File: src/dcr_pkg.sv
// Shared constants for the converter configuration register bank
package dcr_pkg;
  // Register offsets (7-bit serial address space)
  localparam logic [6:0] DCR_ADDR_RSVD0 = 7'h00;
  localparam logic [6:0] DCR_ADDR_RESET_POWER = 7'h01;
  localparam logic [6:0] DCR_ADDR_CLOCK_IO = 7'h02;
  localparam logic [6:0] DCR_ADDR_INCLK = 7'h03;
  localparam logic [6:0] DCR_ADDR_DATA_PORT = 7'h04;
  localparam logic [6:0] DCR_ADDR_SYNC = 7'h05;
  localparam logic [6:0] DCR_ADDR_PHASE_CMP = 7'h06;
  localparam logic [6:0] DCR_ADDR_PAT_CTRL = 7'h1e;
  localparam logic [6:0] DCR_ADDR_PAT_DATA = 7'h1f;

  // Field positions
  localparam int DCR_BIT_SW_RESET = 0;
  localparam int DCR_BIT_CORE_PD = 1;
  localparam int DCR_BIT_DEVICE_PD = 2;
  localparam int DCR_BIT_RES_LO = 4;
  localparam int DCR_BIT_SCLK_OFF = 0;
  localparam int DCR_BIT_SCLK_OK = 1;
  localparam int DCR_BIT_OCLK_DIS = 4;
  localparam int DCR_BIT_OCLK_DIV = 5;
  localparam int DCR_BIT_OCLK_DRV = 6;
  localparam int DCR_BIT_OCLK_TRM = 7;
  localparam int DCR_BIT_ICLK_EN = 0;
  localparam int DCR_BIT_ICLK_OK = 1;
  localparam int DCR_BIT_ICLK_QUAD = 2;
  localparam int DCR_BIT_ICLK_DLY_LO = 4;
  localparam int DCR_BIT_PORT_A_EN = 0;
  localparam int DCR_BIT_PORT_B_EN = 1;
  localparam int DCR_BIT_SINGLE_PORT = 2;
  localparam int DCR_BIT_DATA_EN = 3;
  localparam int DCR_BIT_SYNC_MANUAL = 2;
  localparam int DCR_BIT_PAT_EN = 0;

  // Reset values and constants
  localparam logic [7:0] DCR_RESET_BYTE = 8'h00;
  localparam logic [15:0] DCR_MID_SCALE = 16'h8000;
  localparam logic [2:0] DCR_OCLK_DIV4_LAST = 3'h3;
  localparam logic [2:0] DCR_OCLK_DIV2_LAST = 3'h1;
  localparam int DCR_PAT_SAMPLES = 64;
  localparam int DCR_PAT_BYTES = 2 * DCR_PAT_SAMPLES;
endpackage

File: src/dcr_config_regs.sv
// Converter configuration register bank with serial port and pattern generator
//
// Operation
// - Pattern enable feeds the converter from the 64-sample pattern memory.
// - Pattern bytes travel MSB first; each sample is assembled in that order.
// - Reading the pattern data location shifts stored bytes out, advancing each byte.
// - Pattern control and pattern data reset to zero.
// - Writing one to software reset returns every register to reset value.
// - Core power-down stops the converter core; full power-down also stops the core, the sample clock receiver and output clock ticks.
// - Resolution code is read-only and reads zero under full power-down.
// - Clock bit 0 disables sample clock receiver; bit 1 shows clock presence.
// - Clock bit 4 disables the data clock output driver.
// - Clock bit 5 picks output clock at sample rate over four or two.
// - Clock bit 6 picks drive current; bit 7 enables output termination.
// - Input clock bit 0 enables receiver; bit 1 shows incoming clock detected.
// - Input clock bit 2 picks quadrature; bits 6:4 hold delay, reset zero.
// - Data port bits 0 and 1 enable port A and port B receivers.
// - Data port bit 2 selects single-port when set, dual-port when clear.
// - Data port bit 3 clear forces the converter output to mid-scale.
// - Sync phase field automatic unless manual bit set, then host value.
// - Offset six reads the phase comparator outputs, zero after reset.
`timescale 1ns/10ps
module dcr_config_regs
  import dcr_pkg::*;
#(
  parameter logic [1:0] RESOLUTION_CODE = 2'b00
)
(
  input wire logic ref_clk_i,
  input wire logic rst_n_i,
  // Serial port
  input wire logic sck_i,
  input wire logic cs_n_i,
  input wire logic sdi_i,
  output logic sdo_o,
  // Converter datapath
  input wire logic sample_tick_i,
  input wire logic [15:0] port_data_i,
  output logic [15:0] dac_code_o,
  output logic outclk_tick_o,
  // Analogue status
  input wire logic sample_clock_present_i,
  input wire logic inclk_present_i,
  input wire logic [1:0] sync_auto_phase_i,
  input wire logic [7:0] phase_comparator_bits_i,
  // Analogue controls
  output logic core_power_down_o,
  output logic device_power_down_o,
  output logic sample_clock_rx_off_o,
  output logic outclk_disable_o,
  output logic outclk_divider_select_o,
  output logic outclk_drive_select_o,
  output logic outclk_termination_o,
  output logic inclk_rx_enable_o,
  output logic inclk_quadrature_o,
  output logic [2:0] inclk_delay_adjust_o,
  output logic port_a_rx_enable_o,
  output logic port_b_rx_enable_o,
  output logic single_port_select_o,
  output logic [1:0] sync_phase_select_o,
  output logic pattern_enable_o
);
  // ----------------------------------------------------------------
  // Serial port
  // ----------------------------------------------------------------
  logic rw;
  logic [6:0] addr;
  logic wr;
  logic [7:0] wdata;
  logic rd_req;
  logic [7:0] rd_data;

  dcr_spi_slave u_spi (
    .ref_clk_i(ref_clk_i),
    .rst_n_i(rst_n_i),
    .sck_i(sck_i),
    .cs_n_i(cs_n_i),
    .sdi_i(sdi_i),
    .ld_data_i(rd_data),
    .sdo_o(sdo_o),
    .rw_o(rw),
    .addr_o(addr),
    .wr_o(wr),
    .wdata_o(wdata),
    .rd_req_o(rd_req)
  );

  function automatic logic hit(input logic [6:0] a, input logic [6:0] target);
    hit = (a == target);
  endfunction

  // ----------------------------------------------------------------
  // Register storage
  // ----------------------------------------------------------------
  logic soft_rst_q;
  logic clr;
  logic core_pd_q;
  logic dev_pd_q;
  logic sclk_off_q;
  logic oclk_dis_q;
  logic oclk_div_q;
  logic oclk_drv_q;
  logic oclk_trm_q;
  logic iclk_en_q;
  logic iclk_quad_q;
  logic [2:0] iclk_dly_q;
  logic port_a_q;
  logic port_b_q;
  logic single_q;
  logic data_en_q;
  logic [1:0] sync_phase_select_q;
  logic sync_man_q;
  logic pat_en_q;
  logic [7:0] phase_q;

  // Software reset acts one cycle after the write and clears all but the serial port and the clock presence synchronisers
  assign clr = !rst_n_i || soft_rst_q;

  wire wr_power = wr && hit(addr, DCR_ADDR_RESET_POWER);
  wire wr_clock = wr && hit(addr, DCR_ADDR_CLOCK_IO);
  wire wr_inclk = wr && hit(addr, DCR_ADDR_INCLK);
  wire wr_port = wr && hit(addr, DCR_ADDR_DATA_PORT);
  wire wr_sync = wr && hit(addr, DCR_ADDR_SYNC);
  wire wr_pctl = wr && hit(addr, DCR_ADDR_PAT_CTRL);
  wire wr_pdat = wr && hit(addr, DCR_ADDR_PAT_DATA);
  logic rd_open_q;
  // Only reloads after a data byte move the pointer; the command prefetch would leave it odd
  wire rd_pdat = rd_req && rw && rd_open_q && hit(addr, DCR_ADDR_PAT_DATA);

  always_ff @(posedge ref_clk_i)
  begin
    if (clr || cs_n_i)
      rd_open_q <= 1'b0;
    else if (rd_req)
      rd_open_q <= 1'b1;
  end

  always_ff @(posedge ref_clk_i)
  begin
    if (!rst_n_i)
      soft_rst_q <= 1'b0;
    else
      soft_rst_q <= wr_power && wdata[DCR_BIT_SW_RESET] && !soft_rst_q;
  end

  always_ff @(posedge ref_clk_i)
  begin
    if (clr || wr_power)
    begin
      core_pd_q <= !clr && !wdata[DCR_BIT_SW_RESET] && wdata[DCR_BIT_CORE_PD];
      dev_pd_q <= !clr && !wdata[DCR_BIT_SW_RESET] && wdata[DCR_BIT_DEVICE_PD];
    end
  end

  always_ff @(posedge ref_clk_i)
  begin
    if (clr)
    begin
      sclk_off_q <= 1'b0;
      oclk_dis_q <= 1'b0;
      oclk_div_q <= 1'b0;
      oclk_drv_q <= 1'b0;
      oclk_trm_q <= 1'b0;
    end
    else if (wr_clock)
    begin
      sclk_off_q <= wdata[DCR_BIT_SCLK_OFF];
      oclk_dis_q <= wdata[DCR_BIT_OCLK_DIS];
      oclk_div_q <= wdata[DCR_BIT_OCLK_DIV];
      oclk_drv_q <= wdata[DCR_BIT_OCLK_DRV];
      oclk_trm_q <= wdata[DCR_BIT_OCLK_TRM];
    end
  end

  always_ff @(posedge ref_clk_i)
  begin
    if (clr)
    begin
      iclk_en_q <= 1'b0;
      iclk_quad_q <= 1'b0;
      iclk_dly_q <= 3'h0;
    end
    else if (wr_inclk)
    begin
      iclk_en_q <= wdata[DCR_BIT_ICLK_EN];
      iclk_quad_q <= wdata[DCR_BIT_ICLK_QUAD];
      iclk_dly_q <= wdata[DCR_BIT_ICLK_DLY_LO +: 3];
    end
  end

  always_ff @(posedge ref_clk_i)
  begin
    if (clr)
    begin
      port_a_q <= 1'b0;
      port_b_q <= 1'b0;
      single_q <= 1'b0;
      data_en_q <= 1'b0;
    end
    else if (wr_port)
    begin
      port_a_q <= wdata[DCR_BIT_PORT_A_EN];
      port_b_q <= wdata[DCR_BIT_PORT_B_EN];
      single_q <= wdata[DCR_BIT_SINGLE_PORT];
      data_en_q <= wdata[DCR_BIT_DATA_EN];
    end
  end

  always_ff @(posedge ref_clk_i)
  begin
    if (clr)
    begin
      sync_phase_select_q <= 2'b00;
      sync_man_q <= 1'b0;
    end
    else if (wr_sync)
    begin
      sync_phase_select_q <= wdata[DCR_BIT_SYNC_MANUAL-1:0];
      sync_man_q <= wdata[DCR_BIT_SYNC_MANUAL];
    end
  end

  always_ff @(posedge ref_clk_i)
  begin
    if (clr)
      pat_en_q <= 1'b0;
    else if (wr_pctl)
      pat_en_q <= wdata[DCR_BIT_PAT_EN];
  end

  // Comparator outputs are captured each cycle so a read sees a stable byte
  always_ff @(posedge ref_clk_i)
  begin
    if (clr)
      phase_q <= DCR_RESET_BYTE;
    else
      phase_q <= phase_comparator_bits_i;
  end

  // ----------------------------------------------------------------
  // Clock presence synchronisers
  // ----------------------------------------------------------------
  logic [1:0] sclk_ok_sync_q;
  logic [1:0] iclk_ok_sync_q;

  // Plain level follow-through: no sticky bit, so a lost clock shows after the two-flop delay
  always_ff @(posedge ref_clk_i)
  begin
    if (!rst_n_i)
    begin
      sclk_ok_sync_q <= 2'b00;
      iclk_ok_sync_q <= 2'b00;
    end
    else
    begin
      sclk_ok_sync_q <= {sclk_ok_sync_q[0], sample_clock_present_i};
      iclk_ok_sync_q <= {iclk_ok_sync_q[0], inclk_present_i};
    end
  end

  wire sclk_ok = sclk_ok_sync_q[1] && !sclk_off_q;
  wire iclk_ok = iclk_ok_sync_q[1] && iclk_en_q;

  // ----------------------------------------------------------------
  // Pattern memory
  // ----------------------------------------------------------------
  logic [7:0] pat_byte;
  logic [15:0] pat_sample;
  wire play = sample_tick_i && pat_en_q && !dev_pd_q && !core_pd_q;

  // Host must not touch the data location while the pattern runs; the memory is shared, the pointers are separate
  dcr_pattern_mem #(
    .SAMPLES(DCR_PAT_SAMPLES)
  ) u_pat (
    .ref_clk_i(ref_clk_i),
    .clr_i(clr),
    .wr_i(wr_pdat),
    .pop_i(rd_pdat),
    .wdata_i(wdata),
    .play_i(play),
    .rd_byte_o(pat_byte),
    .sample_o(pat_sample)
  );

  // ----------------------------------------------------------------
  // Readback
  // ----------------------------------------------------------------
  wire [1:0] res_code = dev_pd_q ? 2'b00 : RESOLUTION_CODE;
  wire [1:0] sync_eff = sync_man_q ? sync_phase_select_q : sync_auto_phase_i;

  wire [7:0] rd_power = {2'b00, res_code, 1'b0, dev_pd_q, core_pd_q, 1'b0};
  wire [7:0] rd_clock = {oclk_trm_q, oclk_drv_q, oclk_div_q, oclk_dis_q, 2'b00, sclk_ok, sclk_off_q};
  wire [7:0] rd_inclk = {1'b0, iclk_dly_q, 1'b0, iclk_quad_q, iclk_ok, iclk_en_q};
  wire [7:0] rd_port = {4'h0, data_en_q, single_q, port_b_q, port_a_q};
  wire [7:0] rd_sync = {5'h00, sync_man_q, sync_eff};
  wire [7:0] rd_pctl = {7'h00, pat_en_q};

  always_comb
  begin
    case (addr)
      DCR_ADDR_RESET_POWER: rd_data = rd_power;
      DCR_ADDR_CLOCK_IO: rd_data = rd_clock;
      DCR_ADDR_INCLK: rd_data = rd_inclk;
      DCR_ADDR_DATA_PORT: rd_data = rd_port;
      DCR_ADDR_SYNC: rd_data = rd_sync;
      DCR_ADDR_PHASE_CMP: rd_data = phase_q;
      DCR_ADDR_PAT_CTRL: rd_data = rd_pctl;
      DCR_ADDR_PAT_DATA: rd_data = pat_byte;
      default: rd_data = DCR_RESET_BYTE;
    endcase
  end

  // ----------------------------------------------------------------
  // Data clock output divider
  // ----------------------------------------------------------------
  logic [2:0] oclk_cnt_q;
  logic oclk_tick_q;
  wire [2:0] oclk_last = oclk_div_q ? DCR_OCLK_DIV2_LAST : DCR_OCLK_DIV4_LAST;
  wire oclk_run = !oclk_dis_q && !dev_pd_q && !sclk_off_q;

  always_ff @(posedge ref_clk_i)
  begin
    oclk_tick_q <= 1'b0;
    if (clr || !oclk_run)
      oclk_cnt_q <= 3'h0;
    else if (sample_tick_i)
    begin
      if (oclk_cnt_q >= oclk_last)
      begin
        oclk_cnt_q <= 3'h0;
        oclk_tick_q <= 1'b1;
      end
      else
        oclk_cnt_q <= oclk_cnt_q + 3'h1;
    end
  end

  assign outclk_tick_o = oclk_tick_q;

  // ----------------------------------------------------------------
  // Converter code selection
  // ----------------------------------------------------------------
  logic [15:0] code_q;
  wire [15:0] code_src = pat_en_q ? pat_sample : port_data_i;
  wire [15:0] code_d = data_en_q ? code_src : DCR_MID_SCALE;

  always_ff @(posedge ref_clk_i)
  begin
    if (clr)
      code_q <= DCR_MID_SCALE;
    else if (sample_tick_i)
      code_q <= code_d;
  end

  assign dac_code_o = code_q;

  // ----------------------------------------------------------------
  // Control outputs
  // ----------------------------------------------------------------
  assign core_power_down_o = core_pd_q || dev_pd_q;
  assign device_power_down_o = dev_pd_q;
  assign sample_clock_rx_off_o = sclk_off_q || dev_pd_q;
  assign outclk_disable_o = oclk_dis_q;
  assign outclk_divider_select_o = oclk_div_q;
  assign outclk_drive_select_o = oclk_drv_q;
  assign outclk_termination_o = oclk_trm_q;
  assign inclk_rx_enable_o = iclk_en_q;
  assign inclk_quadrature_o = iclk_quad_q;
  assign inclk_delay_adjust_o = iclk_dly_q;
  assign port_a_rx_enable_o = port_a_q;
  assign port_b_rx_enable_o = port_b_q;
  assign single_port_select_o = single_q;
  assign sync_phase_select_o = sync_eff;
  assign pattern_enable_o = pat_en_q;
endmodule

File: src/dcr_spi_slave.sv
// Serial port slave: command byte then data bytes, mode 0, sampled on the system clock
`timescale 1ns/10ps
module dcr_spi_slave
  import dcr_pkg::*;
(
  input wire logic ref_clk_i,
  input wire logic rst_n_i,
  input wire logic sck_i,
  input wire logic cs_n_i,
  input wire logic sdi_i,
  input wire logic [7:0] ld_data_i,
  output logic sdo_o,
  output logic rw_o,
  output logic [6:0] addr_o,
  output logic wr_o,
  output logic [7:0] wdata_o,
  output logic rd_req_o
);
  logic sck_q;
  logic first_q;
  logic [2:0] cnt_q;
  logic [6:0] sh_q;
  logic [7:0] out_q;
  wire rise = sck_i & ~sck_q & ~cs_n_i;
  wire fall = ~sck_i & sck_q & ~cs_n_i;
  wire byte_done = rise && (cnt_q == 3'h7);
  wire [7:0] byte_in = {sh_q, sdi_i};

  assign sdo_o = out_q[7];

  // SCK is slow against the system clock, so a one-flop edge detect is enough
  always_ff @(posedge ref_clk_i)
  begin
    wr_o <= 1'b0;
    rd_req_o <= 1'b0;
    if (!rst_n_i)
    begin
      sck_q <= 1'b0;
      first_q <= 1'b1;
      cnt_q <= 3'h0;
      sh_q <= 7'h00;
      out_q <= 8'h00;
      rw_o <= 1'b0;
      addr_o <= 7'h00;
      wdata_o <= 8'h00;
    end
    else
    begin
      sck_q <= sck_i;
      if (cs_n_i)
      begin
        first_q <= 1'b1;
        cnt_q <= 3'h0;
      end
      else if (rise)
      begin
        sh_q <= byte_in[6:0];
        cnt_q <= cnt_q + 3'h1;
        if (byte_done && first_q)
        begin
          first_q <= 1'b0;
          rw_o <= byte_in[7];
          addr_o <= byte_in[6:0];
          rd_req_o <= byte_in[7];
        end
        else if (byte_done)
        begin
          wdata_o <= byte_in;
          wr_o <= ~rw_o;
          rd_req_o <= rw_o;
        end
      end
      // Shifting only inside a byte keeps a freshly loaded MSB for the next rise
      if (rd_req_o)
        out_q <= ld_data_i;
      else if (fall && cnt_q != 3'h0)
        out_q <= {out_q[6:0], 1'b0};
    end
  end
endmodule

File: src/dcr_pattern_mem.sv
// Pattern memory: byte-wide serial load and readback, 16-bit sample playback
`timescale 1ns/10ps
module dcr_pattern_mem
  import dcr_pkg::*;
#(
  parameter int SAMPLES = DCR_PAT_SAMPLES
)
(
  input wire logic ref_clk_i,
  input wire logic clr_i,
  input wire logic wr_i,
  input wire logic pop_i,
  input wire logic [7:0] wdata_i,
  input wire logic play_i,
  output logic [7:0] rd_byte_o,
  output logic [15:0] sample_o
);
  localparam int BYTES = 2 * SAMPLES;
  localparam int PW = $clog2(BYTES);
  if (SAMPLES < 2 || (SAMPLES & (SAMPLES - 1)) != 0)
  begin
    $error("dcr_pattern_mem: SAMPLES must be a power of two");
  end
  logic [7:0] mem_q [BYTES];
  logic [PW-1:0] ptr_q;
  logic [PW-2:0] idx_q;
  wire [PW-1:0] even_a = {idx_q, 1'b0};
  wire [PW-1:0] odd_a = {idx_q, 1'b1};
  wire [PW-1:0] next_a = ptr_q + 1'b1;

  // A pop reloads the serial shifter in the same cycle, so it must see the byte after the pointer
  assign rd_byte_o = mem_q[pop_i ? next_a : ptr_q];
  // Sample shows ahead of the tick so the converter takes it on that very tick
  assign sample_o = {mem_q[even_a], mem_q[odd_a]};

  always_ff @(posedge ref_clk_i)
  begin
    if (clr_i)
    begin
      for (int i = 0; i < BYTES; i++)
        mem_q[i] <= DCR_RESET_BYTE;
      ptr_q <= '0;
      idx_q <= '0;
    end
    else
    begin
      if (wr_i)
        mem_q[ptr_q] <= wdata_i;
      if (wr_i || pop_i)
        ptr_q <= next_a;
      if (play_i)
        idx_q <= idx_q + 1'b1;
    end
  end
endmodule

File: config.mk
export PLATFORM = sky130hd
export DESIGN_NAME = dcr_config_regs
export DESIGN_NICKNAME = d
export VERILOG_FILES = /design/src/dcr_pkg.sv /design/src/dcr_config_regs.sv /design/src/dcr_spi_slave.sv /design/src/dcr_pattern_mem.sv
export SDC_FILE = /design/constraint.sdc
export NUM_CORES = 2
export LEC_CHECK = 0
export BUFFER_PORTS_ARGS = -buffer_cell sky130_fd_sc_hd__buf_2
export CAP_MARGIN = 30
export CORE_ASPECT_RATIO = 0.75
export CORE_UTILIZATION = 55
export CTS_CLUSTER_SIZE = 10
export DETAILED_ROUTE_END_ITERATION = 16
export MAX_ROUTING_LAYER = met4
export PLACE_DENSITY = 0.72
export SYNTH_ARGS = -nofsm -noshare
export SYNTH_HDL_FRONTEND = slang
export SYNTH_SLANG_ARGS = --single-unit
File: constraint.sdc
create_clock -name ref_clk_i -period 2.9 [get_ports ref_clk_i]
set_input_delay 0.58 -clock ref_clk_i [delete_from_list [all_inputs] [get_ports ref_clk_i]]
set_output_delay 0.58 -clock ref_clk_i [all_outputs]
set_load 0.005 [all_outputs]
==> results.yml <==
min_path:
  hp-class: "input pin to flip-flop"
cells_and_area:
  multiInputGateArea_sq_um: 28320
  regArea_sq_um: 33060
  drive_gt1_share_pct: 29.90
  finalNetCount: 6069
  nFillCells: 8068
  synthToLayoutAreaGrowth_pct: 24.20
die:
  dieHeight_microns: 294.8
  die_area_sq_um: 115700
  die_w_microns: 392.4
  pin_count: 70
  coreArea_sq_um: 113400
  start_util_pct: 55.45
  rows: 107
yosys:
  synth_edf_count: 1026
  synth_fp_nets: 5479
  syn_area_sq_um: 62880
  synthCells: 5438
  synth_cell_types: 83
  synth_commonest_cells: "edfxtp_1, and3_1, nand2_1"
  synth_top_area_share_pct: 49.00
  yosysWarnings: 0
  synthFlopType: "edfxtp_1"
  yosys.area.top_type: "edfxtp_1"
  yosys_register_bits: 1135
  synthArstFlopShare_pct: 0
  synth_most_common_cell: "edfxtp_1"
  synth.area.top_cells: "edfxtp_1, mux4_2, and3_1"
  syn_area_per_cell_sq_um: 11.56
  seq_area_frac_synth_pct: 52.47
cts:
  cts_sinks: 1135
  htreeDepth: 4
  cts_root_buffer: "clkbuf_16"
  cts_buffer_depth: 3
  cts_inserted_buffers: 134
  clk_pin_slew_ps: 60
  clock_latency_ps: 820
  cts_tree: "yes"
power_and_ir_drop:
  clkPwrFrac_pct: 42.2
  power_leakage_uw: 0.03107
  seqPwrFrac_pct: 51.9
  intPower_uw: 28090
  power.total_uw: 36770
  ir_drop_uv: 581.6
  pwr-share-comb_pct: 5.9
  total_switching_power_uw: 8680
  powerDensity_nw_per_um2: 470.8
  switching_share_pct: 23.61
setup_path:
  cp_data_required_time_ps: 3560
  critPathMaxFanout: 7
  arrival_ps: 4070
  crit_chain: "buf_12, buf_16, buf_12, mux4_2, mux4_2, mux4_2, mux2_4, a21oi_2, nor2_1"
  cp_common_cell: "mux4_2"
  crit_family: "multiplexers"
  worst_setup_path_start_kind: "flip-flop"
  end_kind: "flip-flop"
  cp_slowest_cell: "mux4_2"
  cpPeakStageDelay_ps: 680
  cp_num_buf_inv: 3
  crit_type: "flip-flop to flip-flop"
global_route:
  globalRouteOverflowTotal: 0
  grt_pass1_wl_microns: 361000
  grt_max_degree: 132
  antenna_found_initial: 37
  first_global_vias: 48801
  grt_usage_pct: 45.60
timing:
  fin_crit_sh_pct: 117.4
  fin_worst_skew_ps: 29.54
  tightest_slew_ps: 1114
  whs_ps: 53.74
  fin_crit_ps: 3405
  rsz0062_at_grt: "yes"
  setup_violations: 28
  fmax_ghz: 0.2937
  slew-limit-headroom_pct: 25.75
  finalMaxSlewViolations: 0
  worst_slack_ps: -504.6
  final-hold-violation-count: 0
drt:
  avgRoutedWirePerCell_microns: 34.01
  drt-total-wl_microns: 260000
  firstDrtPassIters: 9
  drc: 0
  via_per_inst: 7.094
  ant_nets: 0
  via_count: 54233
  drt_iter0_drc: 9659
placement:
  pre_cts_ws_ps: -909.8
  hpwl_microns: 180700
  io_buffers: 69
  place_congestion: 1.110
run:
  drv_cap: 0
status:
  violations: "setup timing"
  status: "finished with violations"
[sequential cells by signal, indices dropped and copies added (netlist names), 2 cells and up, named ones only]
signal and cells:
u_pat.mem_q 1024, dac_code_o 16, phase_q 8, u_spi.out_q 8, u_spi.wdata_o 8, u_pat.ptr_q 7
u_spi.addr_o 7, u_spi.sh_q 7, u_pat.idx_q 6, inclk_delay_adjust_o 3, oclk_cnt_q 3, u_spi.cnt_q 3
iclk_ok_sync_q 2, sclk_ok_sync_q 2, sync_phase_select_q 2
[repair_timing]
item                                    in CTS  in global routing
endpoints found under the hold margin       10                  0
resized for setup                          179                 89
buffers inserted                            50                 18
cloned                                       9                 11
hold buffers                                10                  0
pin swaps                                   32                 32
endpoints found under the setup margin      24                261
[worst reg2reg max path: cells and delay by family, from the launching register on]
kind / cells / cell delay, ps
flops: 1 / 370
buf+inv: 3 / 520
mux: 4 / 2170
simple gates: 1 / 60
compound gates: 1 / 140
[power by group through the flow]
stage | combinational [uW] | clock [uW] | sequential (uW)
detailed placement | 1980 | 0 | 19400
CTS | 2040 | 15500 | 19000
floorplan | 981 | 0 | 19100
global placement | 1950 | 0 | 19300
finish | 2150 | 15500 | 19100
global route | 2200 | 16100 | 19100
[through the flow]
step | instance area [sq um] | util (%) | instances | TNS [ps]
3_5_place_dp | 71710 | 63.24 | 7323 | -12020
6_report | 78100 | 68.87 | 7645 | -10280
5_1_grt | 78100 | 68.87 | 7644 | -10790
3_3_place_gp | 71700 | 63.23 | 7321 | -12270
4_1_cts | 77270 | 68.14 | 7587 | -8628
2_1_floorplan | 62950 | - | 5438 | 0
[path summary, 6_finish.rpt]
kind	from	endpoint	slack, ps	depth (start not counted)
worst max-delay path	flip-flop	dac_code_o[13]	-500	9
worst min-delay path	cs_n_i	rd_open_q	50	2
worst max register to register	flip-flop	dac_code_o[13]	-500	9
worst min register to register	sclk_ok_sync_q[0]	sclk_ok_sync_q[1]	440	1
[routing by layer]
| metal | GRT usage (%) | wire length (microns) | vias to the layer above |
|---|---|---|---|
| li1 | - | - | 21856 |
| met1 | 62.26 | 94340 | 26576 |
| met2 | 59.17 | 104500 | 4985 |
| met3 | 20.20 | 49170 | 816 |
| met4 | 17.07 | 11950 | 0 |
| met5 | - | 0 | - |
[layout by cell type, fill, tap and decap left out, drive strengths merged, types with 122 or more instances in the layout]
cell type / Yosys / routed
mux4: 357 / 357
edfxtp: 1026 / 1026
nand2: 822 / 822
nand3: 122 / 122
a211oi: 147 / 147
clkbuf: 438 / 181
and3: 966 / 966
buf: 194 / 1065
and2: 276 / 276
a31oi: 138 / 138
[area by class of cell]
cell class / instances / share of cell area [%]
timing repair buffer: 1086 / 13.94
multi-input combinational: 3661 / 36.26
antenna: 32 / 0.1025
clock buffer: 170 / 4.492
inverter: 10 / 0.04806
tap: 1526 / 2.445
clock inverter: 25 / 0.3765
sequential: 1135 / 42.33
[kinds of logic (layout without fill, tap and decap cells)]
| logic type | after synthesis | after routing | share of synthesized area [%] |
|---|---|---|---|
| and+or+nand+nor | 2515 | 2515 | 21.27 |
| DFF | 1135 | 1135 | 52.47 |
| AOI/OAI and AO/OA | 680 | 680 | 7.390 |
| buffers and inverters | 642 | 1291 | 4.310 |
| muxes | 443 | 443 | 14.20 |
| xor gates and xnor gates | 16 | 16 | 0.2229 |
| adders and majority gates | 7 | 7 | 0.1393 |
| other | 0 | 32 | 0 |
Power figures use the tool's default switching activity.
